`config.mk`:
```
export PLATFORM = sky130hd
export DESIGN_NAME = dprc_top
export DESIGN_NICKNAME = d
export VERILOG_FILES = /design/src/rtl/dprc_pkg.sv /design/src/rtl/dprc_shadow.sv /design/src/rtl/dprc_irq.sv /design/src/rtl/dprc_top.sv
export VERILOG_INCLUDE_DIRS = /design/src /design/src/rtl
export SDC_FILE = /design/constraint.sdc
export NUM_CORES = 1
export LEC_CHECK = 0
export BUFFER_PORTS_ARGS = -buffer_cell sky130_fd_sc_hd__buf_2
export CORE_ASPECT_RATIO = 0.5
export CORE_MARGIN = 1.5
export CORE_UTILIZATION = 55
export DETAILED_ROUTE_END_ITERATION = 6
export GPL_TIMING_DRIVEN = 0
export PLACE_DENSITY = 0.75
export SLEW_MARGIN = 40
export SYNTH_ARGS = -nofsm -noshare
export SYNTH_HDL_FRONTEND = slang
export SYNTH_HIERARCHICAL = 1
export SYNTH_SLANG_ARGS = --single-unit
```
`constraint.sdc`:
```
create_clock -name clk_sys_i -period 4 [get_ports clk_sys_i]
set_input_delay 0.4 -clock clk_sys_i [delete_from_list [all_inputs] [get_ports clk_sys_i]]
set_output_delay 0.4 -clock clk_sys_i [all_outputs]
set_load 0.02 [all_outputs]
```
`src/rtl/dprc_defs.svh`:
```
// constants of the pio read command unit
`ifndef DPRC_DEFS_SVH
`define DPRC_DEFS_SVH
// task-file register offsets
`define DPRC_OFS_DATA     4'h0
`define DPRC_OFS_ERROR    4'h1
`define DPRC_OFS_SCOUNT   4'h2
`define DPRC_OFS_SNUM     4'h3
`define DPRC_OFS_CYL_LO   4'h4
`define DPRC_OFS_CYL_HI   4'h5
`define DPRC_OFS_DEVHEAD  4'h6
`define DPRC_OFS_CMD      4'h7
`define DPRC_OFS_CTRL     4'h8
`define DPRC_OFS_IRQ_STAT 4'h9
`define DPRC_OFS_IRQ_MASK 4'hA
// opcodes
`define DPRC_OP_NATMAX    8'h27
`define DPRC_OP_READ28    8'h20
`define DPRC_OP_READ48    8'h24
// field positions
`define DPRC_CTRL_HOB     7
`define DPRC_DH_LBA       6
`define DPRC_ERR_UNC      6
`define DPRC_ERR_IDN      4
`define DPRC_ERR_ABT      2
`define DPRC_ERR_AMN      0
`define DPRC_ST_BSY       7
`define DPRC_ST_RDY       6
`define DPRC_ST_DSC       4
`define DPRC_ST_DRQ       3
`define DPRC_ST_ERR       0
// interrupt status bits
`define DPRC_IRQ_SECTOR   0
`define DPRC_IRQ_DONE     1
// sizes and reset values
`define DPRC_WORDS_PER_SEC 9'd256
`define DPRC_MAX_LBA_RST  48'h0000_0FFF_FFFF
`define DPRC_IDLE_STATUS  8'h50
`endif

```
`src/rtl/dprc_pkg.sv`:
```
// types of the pio read command unit
package dprc_pkg;
    typedef enum logic [2:0] {
        ST_IDLE, ST_FETCH, ST_XFER, ST_NEXT, ST_DONE
    } dprc_state_t;
    typedef struct packed {
        logic        req;
        logic [47:0] lba;
    } dprc_media_req_t;
    typedef struct packed {
        logic        valid;
        logic        uncorrectable;
        logic [15:0] word;
    } dprc_media_rsp_t;
endpackage

```
`src/rtl/dprc_shadow.sv`:
```
// two-deep history register for one task-file byte
module dprc_shadow
    import dprc_pkg::*;
(
    // clock and reset
    input  wire logic       clk_sys_i,
    input  wire logic       nrst_i,
    // write side
    input  wire logic       wr_i,
    input  wire logic [7:0] wdata_i,
    // history
    output logic [7:0]      cur_o,
    output logic [7:0]      prev_o
);
    typedef struct packed {
        logic [7:0] cur;
        logic [7:0] prev;
    } dprc_shadow_st_t;
    dprc_shadow_st_t q_r;
    dprc_shadow_st_t q_nxt;

    always_comb begin
        q_nxt = q_r;
        if (wr_i) begin
            q_nxt.prev = q_r.cur;
            q_nxt.cur  = wdata_i;
        end
    end

    always_ff @(posedge clk_sys_i or negedge nrst_i) begin
        if (!nrst_i) begin
            q_r <= '0;
        end else begin
            q_r <= q_nxt;
        end
    end

    assign cur_o  = q_r.cur;
    assign prev_o = q_r.prev;
endmodule

```
`src/rtl/dprc_irq.sv`:
```
// sticky interrupt status with mask, cleared by writing one
module dprc_irq
    import dprc_pkg::*;
(
    // clock and reset
    input  wire logic       clk_sys_i,
    input  wire logic       nrst_i,
    // events and software access
    input  wire logic [1:0] event_i,
    input  wire logic       stat_wr_i,
    input  wire logic       mask_wr_i,
    input  wire logic [1:0] wdata_i,
    // state
    output logic [1:0]      stat_o,
    output logic [1:0]      mask_o,
    output logic            irq_o
);
    typedef struct packed {
        logic [1:0] stat;
        logic [1:0] mask;
    } dprc_irq_st_t;
    dprc_irq_st_t q_r;
    dprc_irq_st_t q_nxt;

    always_comb begin
        q_nxt = q_r;
        // set wins over a clear in the same cycle
        if (stat_wr_i) begin
            q_nxt.stat = q_r.stat & ~wdata_i;
        end
        q_nxt.stat = q_nxt.stat | event_i;
        if (mask_wr_i) begin
            q_nxt.mask = wdata_i;
        end
    end

    always_ff @(posedge clk_sys_i or negedge nrst_i) begin
        if (!nrst_i) begin
            q_r <= '0;
        end else begin
            q_r <= q_nxt;
        end
    end

    assign stat_o = q_r.stat;
    assign mask_o = q_r.mask;
    assign irq_o  = |(q_r.stat & q_r.mask);
endmodule

```
`src/rtl/dprc_top.sv`:
```
// pio read command unit: native max query and 28/48-bit sector reads
//
// Added by the designer: the strobed register port and the placing of the registers.
`include "dprc_defs.svh"
module dprc_top
    import dprc_pkg::*;
#(
    parameter logic [47:0] NATIVE_MAX_LBA = `DPRC_MAX_LBA_RST
)(
    // clock and reset
    input  wire logic        clk_sys_i,
    input  wire logic        nrst_i,
    // register port
    input  wire logic [3:0]  addr_i,
    input  wire logic [7:0]  wdata_i,
    input  wire logic        wr_i,
    input  wire logic        rd_i,
    output logic [15:0]      rdata_o,
    // media port
    output dprc_media_req_t  media_req_o,
    input  wire dprc_media_rsp_t media_rsp_i,
    output logic             media_ready_o,
    // interrupt
    output logic             irq_o
);
    typedef struct packed {
        dprc_state_t state;
        logic        ext;
        logic        lba_mode;
        logic [16:0] remain;
        logic [47:0] cur_lba;
        logic [47:0] res_lba;
        logic [7:0]  res_cnt_lo;
        logic [7:0]  res_cnt_hi;
        logic        res_valid;
        logic [7:0]  err;
        logic [7:0]  status;
        logic        high_order_byte_select;
        logic [15:0] buf_word;
        logic [8:0]  words_left;
        logic        buf_full;
        logic [15:0] rdata;
        logic        sector_evt;
        logic        done_evt;
    } dprc_st_t;
    dprc_st_t q_r;
    dprc_st_t q_nxt;

    logic [7:0] sc_cur, sc_prev, sn_cur, sn_prev;
    logic [7:0] cl_cur, cl_prev, ch_cur, ch_prev;
    logic [7:0] dh_r;
    logic [1:0] irq_stat, irq_mask;
    logic       wr_sc, wr_sn, wr_cl, wr_ch, cmd_wr, busy, data_rd;

    // bank select of a 48-bit value by the high byte select
    function automatic logic [7:0] bank(input logic [47:0] v,
                                        input logic high_order_byte_select,
                                        input int   idx);
        logic [47:0] s;
        s = high_order_byte_select ? (v >> 24) : v;
        return s[idx*8 +: 8];
    endfunction

    assign busy   = q_r.state != ST_IDLE && q_r.state != ST_DONE;
    assign wr_sc  = wr_i && addr_i == `DPRC_OFS_SCOUNT && !busy;
    assign wr_sn  = wr_i && addr_i == `DPRC_OFS_SNUM && !busy;
    assign wr_cl  = wr_i && addr_i == `DPRC_OFS_CYL_LO && !busy;
    assign wr_ch  = wr_i && addr_i == `DPRC_OFS_CYL_HI && !busy;
    assign cmd_wr = wr_i && addr_i == `DPRC_OFS_CMD && !busy;
    assign data_rd = rd_i && addr_i == `DPRC_OFS_DATA
                     && q_r.state == ST_XFER && q_r.buf_full;

    dprc_shadow u_sc (.clk_sys_i(clk_sys_i), .nrst_i(nrst_i), .wr_i(wr_sc),
        .wdata_i(wdata_i), .cur_o(sc_cur), .prev_o(sc_prev));
    dprc_shadow u_sn (.clk_sys_i(clk_sys_i), .nrst_i(nrst_i), .wr_i(wr_sn),
        .wdata_i(wdata_i), .cur_o(sn_cur), .prev_o(sn_prev));
    dprc_shadow u_cl (.clk_sys_i(clk_sys_i), .nrst_i(nrst_i), .wr_i(wr_cl),
        .wdata_i(wdata_i), .cur_o(cl_cur), .prev_o(cl_prev));
    dprc_shadow u_ch (.clk_sys_i(clk_sys_i), .nrst_i(nrst_i), .wr_i(wr_ch),
        .wdata_i(wdata_i), .cur_o(ch_cur), .prev_o(ch_prev));

    dprc_irq u_irq (.clk_sys_i(clk_sys_i), .nrst_i(nrst_i),
        .event_i({q_r.done_evt, q_r.sector_evt}),
        .stat_wr_i(wr_i && addr_i == `DPRC_OFS_IRQ_STAT),
        .mask_wr_i(wr_i && addr_i == `DPRC_OFS_IRQ_MASK),
        .wdata_i(wdata_i[1:0]), .stat_o(irq_stat), .mask_o(irq_mask),
        .irq_o(irq_o));

    // device/head byte kept apart
    always_ff @(posedge clk_sys_i or negedge nrst_i) begin
        if (!nrst_i) begin
            dh_r <= 8'hA0;
        end else if (wr_i && addr_i == `DPRC_OFS_DEVHEAD && !busy) begin
            dh_r <= wdata_i;
        end
    end

    always_comb begin
        q_nxt = q_r;
        q_nxt.sector_evt = 1'b0;
        q_nxt.done_evt   = 1'b0;
        if (wr_i && addr_i == `DPRC_OFS_CTRL) begin
            q_nxt.high_order_byte_select = wdata_i[`DPRC_CTRL_HOB];
        end
        case (q_r.state)
            ST_IDLE, ST_DONE: begin
                if (cmd_wr) begin
                    q_nxt.err = 8'h00;
                    q_nxt.res_valid = 1'b0;
                    q_nxt.lba_mode = dh_r[`DPRC_DH_LBA];
                    if (wdata_i == `DPRC_OP_NATMAX) begin
                        // true maximum, no set-max limit applied
                        q_nxt.res_lba = NATIVE_MAX_LBA;
                        q_nxt.res_valid = 1'b1;
                        q_nxt.status = `DPRC_IDLE_STATUS;
                        q_nxt.done_evt = 1'b1;
                        q_nxt.state = ST_DONE;
                    end else if (wdata_i[7:1]
                                 == 7'(`DPRC_OP_READ28 >> 1)) begin
                        // low bit of opcode ignored
                        q_nxt.ext = 1'b0;
                        // zero count means 256
                        q_nxt.remain = (sc_cur == 8'h00) ? 17'd256
                                                        : {9'd0, sc_cur};
                        // block location in either mode, lba_mode not consulted
                        q_nxt.cur_lba = {20'd0, dh_r[3:0], ch_cur,
                                         cl_cur, sn_cur};
                        q_nxt.state = ST_FETCH;
                    end else if (wdata_i == `DPRC_OP_READ48) begin
                        q_nxt.ext = 1'b1;
                        // 16-bit count, zero means 65,536
                        q_nxt.remain = ({sc_prev, sc_cur} == 16'h0000)
                            ? 17'h10000 : {1'b0, sc_prev, sc_cur};
                        // address from two-deep history
                        q_nxt.cur_lba = {ch_prev, cl_prev, sn_prev,
                                         ch_cur, cl_cur, sn_cur};
                        q_nxt.state = ST_FETCH;
                    end else begin
                        q_nxt.err[`DPRC_ERR_ABT] = 1'b1;
                        q_nxt.status = `DPRC_IDLE_STATUS | 8'h01;
                        q_nxt.done_evt = 1'b1;
                        q_nxt.state = ST_DONE;
                    end
                    if (q_nxt.state == ST_FETCH) begin
                        q_nxt.status = 8'h80;
                        q_nxt.words_left = `DPRC_WORDS_PER_SEC;
                        q_nxt.buf_full = 1'b0;
                    end
                end
            end
            ST_FETCH: begin
                // fetch from media before handing out words
                if (media_rsp_i.valid) begin
                    if (media_rsp_i.uncorrectable) begin
                        // stop at failing sector
                        q_nxt.err[`DPRC_ERR_UNC] = 1'b1;
                        // 28-bit keeps the last good sector
                        if (q_r.ext) begin
                            q_nxt.res_lba = q_r.cur_lba;
                        end
                        q_nxt.res_valid = 1'b1;
                        q_nxt.status = `DPRC_IDLE_STATUS | 8'h01;
                        q_nxt.done_evt = 1'b1;
                        q_nxt.state = ST_DONE;
                    end else begin
                        q_nxt.buf_word = media_rsp_i.word;
                        q_nxt.buf_full = 1'b1;
                        q_nxt.words_left = q_r.words_left - 9'd1;
                        // data request with busy clear
                        q_nxt.status = `DPRC_IDLE_STATUS | 8'h08;
                        q_nxt.state = ST_XFER;
                        if (q_r.words_left == `DPRC_WORDS_PER_SEC) begin
                            // interrupt per sector
                            q_nxt.sector_evt = 1'b1;
                        end
                    end
                end
            end
            ST_XFER: begin
                if (data_rd) begin
                    // 16-bit data word leaves through data register
                    q_nxt.buf_full = 1'b0;
                    if (q_r.words_left == 9'd0) begin
                        q_nxt.state = ST_NEXT;
                        q_nxt.status = 8'h80;
                    end else begin
                        // busy again while the next word is fetched
                        q_nxt.status = 8'h80;
                        q_nxt.state = ST_FETCH;
                    end
                end
            end
            ST_NEXT: begin
                q_nxt.remain = q_r.remain - 17'd1;
                if (!q_r.ext) begin
                    // last transferred sector location
                    q_nxt.res_lba = q_r.cur_lba;
                end
                if (q_r.remain == 17'd1) begin
                    // completion: busy and data request clear
                    q_nxt.status = `DPRC_IDLE_STATUS;
                    q_nxt.done_evt = 1'b1;
                    q_nxt.state = ST_DONE;
                end else begin
                    q_nxt.cur_lba = q_r.cur_lba + 48'd1;
                    q_nxt.words_left = `DPRC_WORDS_PER_SEC;
                    q_nxt.state = ST_FETCH;
                end
            end
            default: q_nxt.state = ST_IDLE;
        endcase
        // residual count of sectors not transferred
        q_nxt.res_cnt_lo = q_nxt.remain[7:0];
        q_nxt.res_cnt_hi = q_nxt.remain[15:8];
        if (rd_i) begin
            q_nxt.rdata = 16'h0000;
            case (addr_i)
                `DPRC_OFS_DATA:   q_nxt.rdata = data_rd ? q_r.buf_word
                                                         : 16'h0000;
                `DPRC_OFS_ERROR:  q_nxt.rdata = {8'h00, q_r.err};
                `DPRC_OFS_SCOUNT: q_nxt.rdata = {8'h00, q_r.high_order_byte_select
                                  ? q_r.res_cnt_hi : q_r.res_cnt_lo};
                // banks of native max, last transferred sector or error address
                `DPRC_OFS_SNUM:   q_nxt.rdata = {8'h00,
                                  bank(q_r.res_lba, q_r.high_order_byte_select, 0)};
                `DPRC_OFS_CYL_LO: q_nxt.rdata = {8'h00,
                                  bank(q_r.res_lba, q_r.high_order_byte_select, 1)};
                `DPRC_OFS_CYL_HI: q_nxt.rdata = {8'h00,
                                  bank(q_r.res_lba, q_r.high_order_byte_select, 2)};
                `DPRC_OFS_DEVHEAD: q_nxt.rdata = {8'h00, dh_r[7:4],
                                  q_r.res_lba[27:24]};
                `DPRC_OFS_CMD:    q_nxt.rdata = {8'h00, q_r.status};
                `DPRC_OFS_CTRL:   q_nxt.rdata = {8'h00, q_r.high_order_byte_select, 7'h00};
                `DPRC_OFS_IRQ_STAT: q_nxt.rdata = {14'h0, irq_stat};
                `DPRC_OFS_IRQ_MASK: q_nxt.rdata = {14'h0, irq_mask};
                default:          q_nxt.rdata = 16'h0000;
            endcase
        end
    end

    always_ff @(posedge clk_sys_i or negedge nrst_i) begin
        if (!nrst_i) begin
            q_r <= '{state: ST_IDLE, status: `DPRC_IDLE_STATUS, default: '0};
        end else begin
            q_r <= q_nxt;
        end
    end

    assign rdata_o = q_r.rdata;
    assign media_req_o.req = q_r.state == ST_FETCH && !q_r.buf_full;
    assign media_req_o.lba = q_r.cur_lba;
    assign media_ready_o = q_r.state == ST_FETCH;

    // a 48-bit read that starts goes busy at once
    a_cmd_busy: assert property (@(posedge clk_sys_i) disable iff (!nrst_i)
        (cmd_wr && wdata_i == `DPRC_OP_READ48) |=> q_r.status[7])
        else $error("read command did not raise busy");
    a_drq_nobusy: assert property (@(posedge clk_sys_i) disable iff (!nrst_i)
        q_r.status[3] |-> !q_r.status[7])
        else $error("data request with busy set");
    a_unc_stop: assert property (@(posedge clk_sys_i) disable iff (!nrst_i)
        (q_r.state == ST_FETCH && media_rsp_i.valid
         && media_rsp_i.uncorrectable) |=> q_r.state == ST_DONE)
        else $error("transfer went on after media error");
    a_natmax_val: assert property (@(posedge clk_sys_i) disable iff (!nrst_i)
        (cmd_wr && wdata_i == `DPRC_OP_NATMAX)
        |=> q_r.res_lba == NATIVE_MAX_LBA)
        else $error("native max value wrong");
    a_zero_256: assert property (@(posedge clk_sys_i) disable iff (!nrst_i)
        (cmd_wr && wdata_i[7:1] == 7'h10 && sc_cur == 8'h00)
        |=> q_r.remain == 17'd256)
        else $error("zero count not taken as 256");
    a_sector_irq: assert property (@(posedge clk_sys_i) disable iff (!nrst_i)
        q_r.sector_evt |-> q_r.state == ST_XFER)
        else $error("sector interrupt outside transfer");
    a_done_clear: assert property (@(posedge clk_sys_i) disable iff (!nrst_i)
        (q_r.state == ST_NEXT && q_r.remain == 17'd1)
        |=> !q_r.status[7] && !q_r.status[3] && q_r.remain == 17'd0)
        else $error("completion status or residual wrong");
    a_word_order: assert property (@(posedge clk_sys_i) disable iff (!nrst_i)
        data_rd |=> rdata_o == $past(q_r.buf_word))
        else $error("data word not presented");
    a_unc_flag: assert property (@(posedge clk_sys_i) disable iff (!nrst_i)
        (q_r.state == ST_FETCH && media_rsp_i.valid
         && media_rsp_i.uncorrectable) |=> q_r.err[`DPRC_ERR_UNC])
        else $error("media error not flagged");
    a_fetch_busy: assert property (@(posedge clk_sys_i) disable iff (!nrst_i)
        q_r.state == ST_FETCH |-> q_r.status[7] && !q_r.status[3])
        else $error("fetch without busy");
    a_last_lba: assert property (@(posedge clk_sys_i) disable iff (!nrst_i)
        (q_r.state == ST_NEXT && !q_r.ext)
        |=> q_r.res_lba == $past(q_r.cur_lba))
        else $error("last sector address not kept");
endmodule

```
---- Word level (Yosys, flattened, before mapping) ----
Cells that the tools add are included.
operators by class
  muxes and demuxes ....................... 65
  eq/ne operators ......................... 36
  bitwise logic cells ..................... 6
  $add $sub $neg .......................... 3
  reduce and logical (&&, ||, !) cells .... 47
operators with widths
  kind                   count
  $mux 48                6
  $mux 65                3
  $pmux 16 s11           1
  $pmux 48 s3            1
  $pmux 65 s2            1
  $mux 118               1
  $mux 8                 8
  $add 48x1->48 const B  1
  $mux 10                4
  $pmux 8 s4             1
  $pmux 9 s3             1
  $mux 24                1
  $mux 3                 8
  $ne 2x2->1 const B     11
  $logic_and 1x1->1      20
  $mux 9                 2
  $eq 17x1->1 const B    1
  $mux 17                1
  $sub 17x1->17 const B  1
  $eq 4x3->1 const B     4
  $eq 8x6->1 const B     2
  $logic_not 16->1       1
  $mux 16                1
  $mux 1                 15
  other kinds (37)       61
storage, ports and cells
  logic and storage cells ................. 187
  register bits ........................... 265

---- Logic depth before layout (Yosys ltp) ----
Gate-level depths: netlist (run 1).
  depth in word-level cells ............... 10
  mapped depth ............................ 9
  gate-level depth less buffers ........... 7

---- Cells and area by module ----
The synthesis (run 1) kept the hierarchy.
by module, submodules not included
  module       cells each  instances  area each (um2)
  dprc_top     1219        1          10854.2
  dprc_shadow  34          4          649.4
  dprc_irq     11          1          161.4

---- Worst setup path after synthesis (run 1) ----
OpenSTA, ideal clock, no wires.
  path type ............................... input port to flip-flop
  from .................................... in addr_i[2]
  to ...................................... reg u_sc.q_r, in the netlist u_sc/cur_o[3]
  setup slack ............................. 1.670 ns
  buffers on the path ..................... 4
  stages on the path ...................... 7
  data arrival time ....................... 2.205 ns
  cells stage by stage .................... buf_2 nor4b_1 clkbuf_1 and2_1 buf_6 buf_12 mux2_4
on the way
  longest elaborated chain between the ends .. 3
ends and longest elaborated chain
  item                                line               source
  from (decl)                         dprc_top.sv:14     input wire logic [3:0] addr_i,
  $eq 4x2->1                          n/a
  $logic_and 1x1->1 (no source line)  n/a
  $logic_and 1x1->1                   dprc_top.sv:65     assign wr_sc = wr_i && addr_i == `DPRC_OFS_SCOUNT && !busy;
  net wr_sc                           dprc_top.sv:53     logic wr_sc, wr_sn, wr_cl, wr_ch, cmd_wr, busy, data_rd;
  to (signal assigned)                dprc_shadow.sv:34  q_r <= q_nxt;
  to (decl)                           dprc_shadow.sv:19  dprc_shadow_st_t q_r;
The timed path passes the listed nets, and every way through them passes these cells.
A chain may end at the register's enable or synchronous reset.

==> results.md, run 1 <==
* Relative slew margins at 33.64%
* H-tree levels at 1
* Seq/Total Area, Yosys at between 40% and 50%
* Worst R2R Path Depth at 7
* Status: complete, no violations
* RR Endpoint: media_req_o[37]
* Rows at 40
* Overall global routing resource usage at between 40% and 50%
* CP Class: flop to flop
* MaxCap Viol Count at 0
* Syn_area_per_cell at roughly 10 um2
* Post-Place Setup Slack at 0.5025 ns
* RSZ-0062 raised after global routing: false
* Maximum VDD drop at between 300 and 400 uV
* Vias in the first global route at roughly 12000
* Final Util at 64.14%
* Core area at about 24000 um2
* Synth area leader: dfrtp_1
* Reg2Reg Setup Slack at around 0.34 ns
* Max Slew Vio Count at 0
* Root Driver: clkbuf_16
* GP Congestion at 0.9792
* Top-Level Pins at 101
* Fin crit share at approximately 92%
* Worst Hold Depth at 3
* DR vias/cell at about 6.7
* FFs w/ async S/R, synth at 100.0%
* Worst R2R Start: q_r[72]
* Leak Pwr at 7.049 nW
* Post-Synthesis Cells at 1366
* Min-Delay Path Class: input pin to flop
* Vert. Die Dim at roughly 110 um
* # setup viols final at 0
* Largest net degree at the start of global routing at around 70
* Critical path peak fanout at 10
* Final ANT Viol Nets at 0
* Die area at about 26000 um2
* DR WL/cell at about 28 um
* Post-route DRC at 0
* Post-synth EDFFs at 0
* Area Growth Syn to Fin at 13.67%
* Clock Pin Slew Worst Setup and Hold Paths at 0.07 ns
* Die W at about 230 um
* Post-Syn Area at between 10000 and 15000 um2
* Yosys warnings at 6
* Most used DFF post-synth: dfrtp_1
* Req. time, crit path at 4.46 ns
* PD cells at roughly 400 nW/um2
* Number of buffers added on ports at 96
* Synthesized Nets at about 1400
* Total negative slack at 0 ns
* Synth cell types at slightly below 80
* Starting Density at approximately 56%
* Layout cells sized above 1 at 24.93%
* Max Fclk at 272.9 MHz
* DRT iter0 DRCs at 1650
* Total grt overflow at 0
* First-pass GRT wire length at between 70000 and 80000 um
* Final Hold Violating Endpoints at 0
* Via Count at about 12000
* Startpoint Class: flop
* Clock sinks at between 200 and 250
* Routed wire length at about 51000 um
* Hold Startpoint: media_rsp_i[0]
* Deepest clock path buffer count at 3
* DRT Pass-1 Iters at 7
* Max Clock Skew at 0.01678 ns
* Initial antenna violation count at 3
* CTS buffer count at 23
* FF+latch count, synth at between 200 and 250
* Clk_lat worst skew at 0.55 ns
* # nets final at about 1500
* Final worst setup slack at between 0.3 and 0.4 ns
* Filler cells at just over 2000
* HPWL Detailed at between 30000 and 40000 um
* Postcts setup bufs at 0
* Worst-Margin Slew at around 1.0 ns
* CP Capture Type: flop
* Minimum clock period at 3.664 ns
* Synth top area share at 44.30%
* TritonCTS clock tree: done
* Top post-synthesis cells by area: dfrtp_1 44%, mux2_2 5.9%, mux2_4 4.6%
* Hold Crit Endpoint: q_r[28]
* Arrival @ worst endpoint at about 4.1 ns
how the worst max path moves through the flow:
stage                    start         endpoint  slack [ns]  cells after the start
finish                 q_r[72]  media_req_o[37]        0.34                      7
global route           q_r[71]  media_req_o[40]        0.21                      8
CTS                    q_r[72]          q_r[23]        0.56                      7
detailed placement  wdata_i[5]   media_req_o[9]        0.50                      8
global placement        nrst_i          q_r[39]       -1.69                      1
floorplan            addr_i[2]    u_sc/cur_o[3]        1.67                      7
metrics by stage:
step	power, mW	instance area [um2]	cells	hold slack (ns)
floorplan	3.394	13610	1366	0.1044
detailed placement	3.739	14680	1802	0.3977
CTS	6.020	15460	1844	0.03376
finish	6.043	15470	1846	0.04412
global placement	3.690	14510	1798	0.4100
global route	6.205	15470	1844	0.05010
registers in the layout, summed over array words and instances, names as in the netlist:
name and flops:
q_r 104, media_req_o 48, rdata_o 16, dh_r 8
u_ch/cur_o 8, u_ch/prev_o 8, u_cl/cur_o 8, u_cl/prev_o 8
u_sc/cur_o 8, u_sc/prev_o 8, u_sn/cur_o 8, u_sn/prev_o 8
u_irq/mask_o 2, u_irq/stat_o 2
synthesized netlist by cell type (all sizes together), types with 31 or more instances:
library cell	count
a22oi	32
buf	95
a21oi	37
nor2	57
mux2	113
nand2	153
nor4	36
clkbuf	61
inv	65
dfrtp	241
nand4	31
o21ai	61
nand3	33
worst max-delay path, stage by stage, from the launching register on:
cell,delay (ns)
dfrtp_1,0.36
clkbuf_1,0.25
nor4_4,0.55
nand4_1,0.75
nand2_1,0.57
clkbuf_1,0.79
a31oi_1,0.18
o21ai_0,0.12
logic make-up after synthesis:
kind of cell | synth area share (%)
adders and majority gates | 0.3677
buffers and inverters | 8.824
xor gates and xnor gates | 0.06435
AOI/OAI and AO/OA | 16.80
and+or+nand+nor | 16.79
DFF | 44.88
muxes | 12.27
layout make-up:
type                       count  area [um2]  share of cell area [%]
antenna                        2       5.005                 0.03234
multi-input combinational    901        6375                   41.20
tap                          336       420.4                   2.717
clock inverter                 5       82.58                  0.5337
sequential                   244        6110                   39.48
buffer                       156       962.2                   6.218
clock buffer                  36       684.4                   4.423
inverter                      65       244.0                   1.577
timing repair buffer         101       590.6                   3.817
layer usage:
layer  global-route usage (%)  wire (um)
met5                        0          0
met4                    13.74       1876
met3                    10.60       6303
met2                    57.78      20960
met1                    59.34      22140
cells in the final DEF, fill, tap and decap left out, types with 6 or more instances in the layout:
master     synthesis  final
a21o_1            27     27
clkbuf_8           0      6
nand4_1           30     30
nand2_1          153    153
clkbuf_1          61     64
o311ai_0          11     11
o2bb2ai_1          7      7
a22oi_1           32     32
clkbuf_16          0     23
or3_1             11     11
a21oi_1           37     36
nor4_2             0      7
a221oi_1          12     12
o211ai_1          14     14
nor2_1            54     54
buf_2             20    115
buf_4             65     66
nand3_1           32     32
o22ai_1           27     27
and3_1             9      9
o21ai_0           61     60
dfrtp_1          241    241
or4_1             12     12
a32oi_1           18     18
a31oi_1           24     24
and2_1            13     13
a221o_1            7      7
inv_1             65     65
mux2i_1           24     24
mux2_2            71     71
nor3_1            25     24
nor4_1            34     27
mux2_4            42     42
a211oi_1           8      8
report_power, final:
group	switching (mW)	internal (mW)
clock network	1.01	1.31
logic	0.366	0.390
registers	0.256	2.71
total	1.63	4.41
repair_timing:
| action | CTS | global route |
|---|---|---|
| resized for setup | 0 | 0 |
| endpoints found under the hold margin | 69 | 0 |
| hold buffers | 1 | 0 |
No activity file was read; power rests on OpenSTA's default activity.
==> run 2, diff against run 1 <==
--- a/config.mk
+++ b/config.mk
@@ -12,7 +12,8 @@
 export CORE_UTILIZATION = 55
 export DETAILED_ROUTE_END_ITERATION = 6
 export GPL_TIMING_DRIVEN = 0
-export PLACE_DENSITY = 0.75
+export PLACE_DENSITY = 0.74
+export RECOVER_POWER = 25
 export SLEW_MARGIN = 40
 export SYNTH_ARGS = -nofsm -noshare
 export SYNTH_HDL_FRONTEND = slang
==> run 2 against run 1 <==
Compared with the run above:
- register-to-register slack gained 0.13 ns
- cell area is essentially flat
- flip-flop and latch count is the same
- via count shrank 1.5%
- routed wire length shrank 3.2%
- critical endpoint is now media_req_o[33]
- first-iteration DRC count grew 1.9%
- cell count is essentially flat
- the flow now finishes with violations (max-capacitance violations, max-slew violations)
- fmax grew 3.6%
- clock skew grew 0.0020 ns
==> results.md, run 2 (synthesis results as in run 1) <==
* Status: complete, but fails checks
* Failing checks: max-capacitance violations, max-slew violations
* Filler cells at 2005 (-0.50%)
* Met1 usage at 57.16% (-2.2 points)
* Clock Pin Slew Worst Setup and Hold Paths at 0.07 ns (about the same)
* Max Clock Skew at 0.01875 ns (+0.001965 ns)
* Leak Pwr at 7.029 nW (-0.28%)
* Final hold slack at 0.05109 ns (+0.006965 ns)
* Initial antenna violation count at 1 (-2)
* Top-Level Pins at 101 (unchanged)
* Root Driver: clkbuf_16
* # nets final at 1531 (+0.065%)
* DRT Pass-1 Iters at 6 (-1)
* CP peak stage delay at 0.73 ns (-0.06 ns)
* Met2 Use GR at 55.51% (-2.3 points)
* First-pass GRT wire length at 74220 um (-2.9%)
* Max Fclk at 282.7 MHz (+3.6%)
* # setup viols final at 0 (unchanged)
* Largest register FFs at 104 (unchanged)
* Largest register by flop count: q_r
* Clk_lat worst skew at 0.55 ns (about the same)
* CTS buffer count at 24 (+4.3%)
* Postcts setup bufs at 0 (unchanged)
* DR vias/cell at 6.597 (-1.6%)
* Clock sinks at 244 (unchanged)
* Maximum VDD drop at 423.5 uV (+25%)
* Minimum clock period at 3.537 ns (-0.1276 ns)
* Deepest clock path buffer count at 3 (unchanged)
* Worst-Margin Slew at 2.943 ns (+1.948 ns)
* Starting Density at 56.43% (unchanged)
* DR WL/cell at 26.88 um (-3.2%)
* Vert. Die Dim at 114.2 um (unchanged)
* H-tree levels at 1 (unchanged)
* Post-route DRC at 0 (unchanged)
* Final Hold Violating Endpoints at 0 (unchanged)
* Final ANT Viol Nets at 0 (unchanged)
* DRT iter0 DRCs at 1682 (+1.9%)
* Startpoint Class: flop
* Post-CTS sizing at 0 (unchanged)
* MaxCap Viol Count at 1 (+1)
* Slowest CP cell: clkbuf_1
* Max Slew Vio Count at 54 (+54)
* Layout cells sized above 1 at 24.97% (+0.033 points)
* Largest net degree at the start of global routing at 68 (-4.2%)
* RSZ-0062 raised after global routing: false
* Arrival @ worst endpoint at 4.00 ns (-0.12 ns)
* Fin crit share at 88.42% (-3.2 points)
* Final Util at 64.11% (about the same)
* Min-Delay Path Class: input pin to flop
* Register area at 6110 um2 (unchanged)
* GP Congestion at 0.9891 (+1.0%)
* GRT busiest layer: met1
* Area Growth Syn to Fin at 13.60% (about the same)
* Overall global routing resource usage at 39.17% (-1.3 points)
* Number of buffers added on ports at 96 (unchanged)
* TritonCTS clock tree: done
* Multi-input logic area at 6382 um2 (+0.12%)
* HPWL Detailed at 37200 um (-2.1%)
* Most common cell after layout, fill and taps aside: dfrtp_1
* Critical Path, Cell by Cell: clkbuf_1 > nor4_4 > nand4_1 > nand2_1 > clkbuf_1 > a31oi_1 > o21ai_0
* Core area at 24120 um2 (unchanged)
* Met3 GRT Util at 13.24% (+2.6 points)
* Req. time, crit path at 4.47 ns (about the same)
* Routed wire length at 49650 um (-3.2%)
* CP Capture Type: flop
* CP Class: flop to flop
* PD cells at 387.3 nW/um2 (-0.84%)
* Die area at 25760 um2 (unchanged)
* Critical path peak fanout at 10 (unchanged)
* Vias in the first global route at 11700 (-2.6%)
* Rows at 40 (unchanged)
* Commonest cells after routing, fill and taps aside: 241 x dfrtp_1, 153 x nand2_1, 114 x buf_2, 71 x mux2_2
* Die W at 225.5 um (unchanged)
* Relative slew margins at -96.20% (-130 points)
* Critical Path Most Common Cell: clkbuf_1
* Via Count at 12180 (-1.5%)
* Total grt overflow at 0 (unchanged)
[run 2: changes by cell type in the layout (fill, tap and decap cells not counted), sizes merged]
cell,delta
clkbuf,+2
diode,-1
clkinv,+1
buf,-2
bufinv,-2
clkinvlp,+3
[run 2: timing repair]
item / CTS / global route
setup endpoints to repair: 0 / 0
hold endpoints to repair: 53 / 0
hold buffers: 1 / 0
[run 2: final timing paths]
check	slack, ns	depth (start not counted)	startpoint	endpoint
max	0.46	7	q_r[72]	media_req_o[33]
min	0.05	3	media_rsp_i[4]	q_r[32]
max reg2reg	0.46	7	q_r[72]	media_req_o[33]
min reg2reg	0.44	1	q_r[0]	u_irq/stat_o[1]
max in group asynchronous	0.88	4	nrst_i	dh_r[5]
min in group asynchronous	1.35	2	nrst_i	u_cl/prev_o[4]
[run 2: where the power goes]
| group | switching [mW] | total, mW | internal, mW |
|---|---|---|---|
| Sequential | 0.260 | 2.97 | 2.71 |
| Combinational | 0.362 | 0.751 | 0.389 |
| Clock | 1.02 | 2.27 | 1.24 |
[run 2: final cells by class]
| type | count | area share [%] |
|---|---|---|
| tap | 336 | 2.718 |
| antenna | 1 | 0.01618 |
| sequential | 244 | 39.51 |
| clock inverter | 7 | 0.3236 |
| timing repair buffer | 101 | 3.738 |
| multi-input combinational | 901 | 41.27 |
| inverter | 65 | 1.578 |
| buffer | 156 | 6.214 |
| clock buffer | 36 | 4.636 |
[run 2: critical path, delay by kind of cell, from the launching register on]
kind | cells | cell delay [ns]
buf+inv | 2 | 0.98
flops | 1 | 0.36
simple gates | 3 | 1.80
compound gates | 2 | 0.31
[run 2: metal layers]
layer	vias to the layer above	share of wire, %
met5	-	0
met4	0	2.8
met3	121	12
met2	715	41
met1	6075	44
li1	5273	-
[run 2: per-stage QoR]
stage / instance area [um2] / power (mW) / instances / TNS [ns] / setup slack (ns)
3_3_place_gp: 14510 / 3.700 / 1798 / -417.60 / -1.766
6_report: 15460 / 5.989 / 1847 / 0 / 0.4631
3_5_place_dp: 14680 / 3.746 / 1802 / 0 / 0.4563
4_1_cts: 15460 / 5.979 / 1846 / 0 / 0.5347
2_1_floorplan: 13610 / 3.394 / 1366 / 0 / 1.670
5_1_grt: 15460 / 6.165 / 1846 / 0 / 0.3351
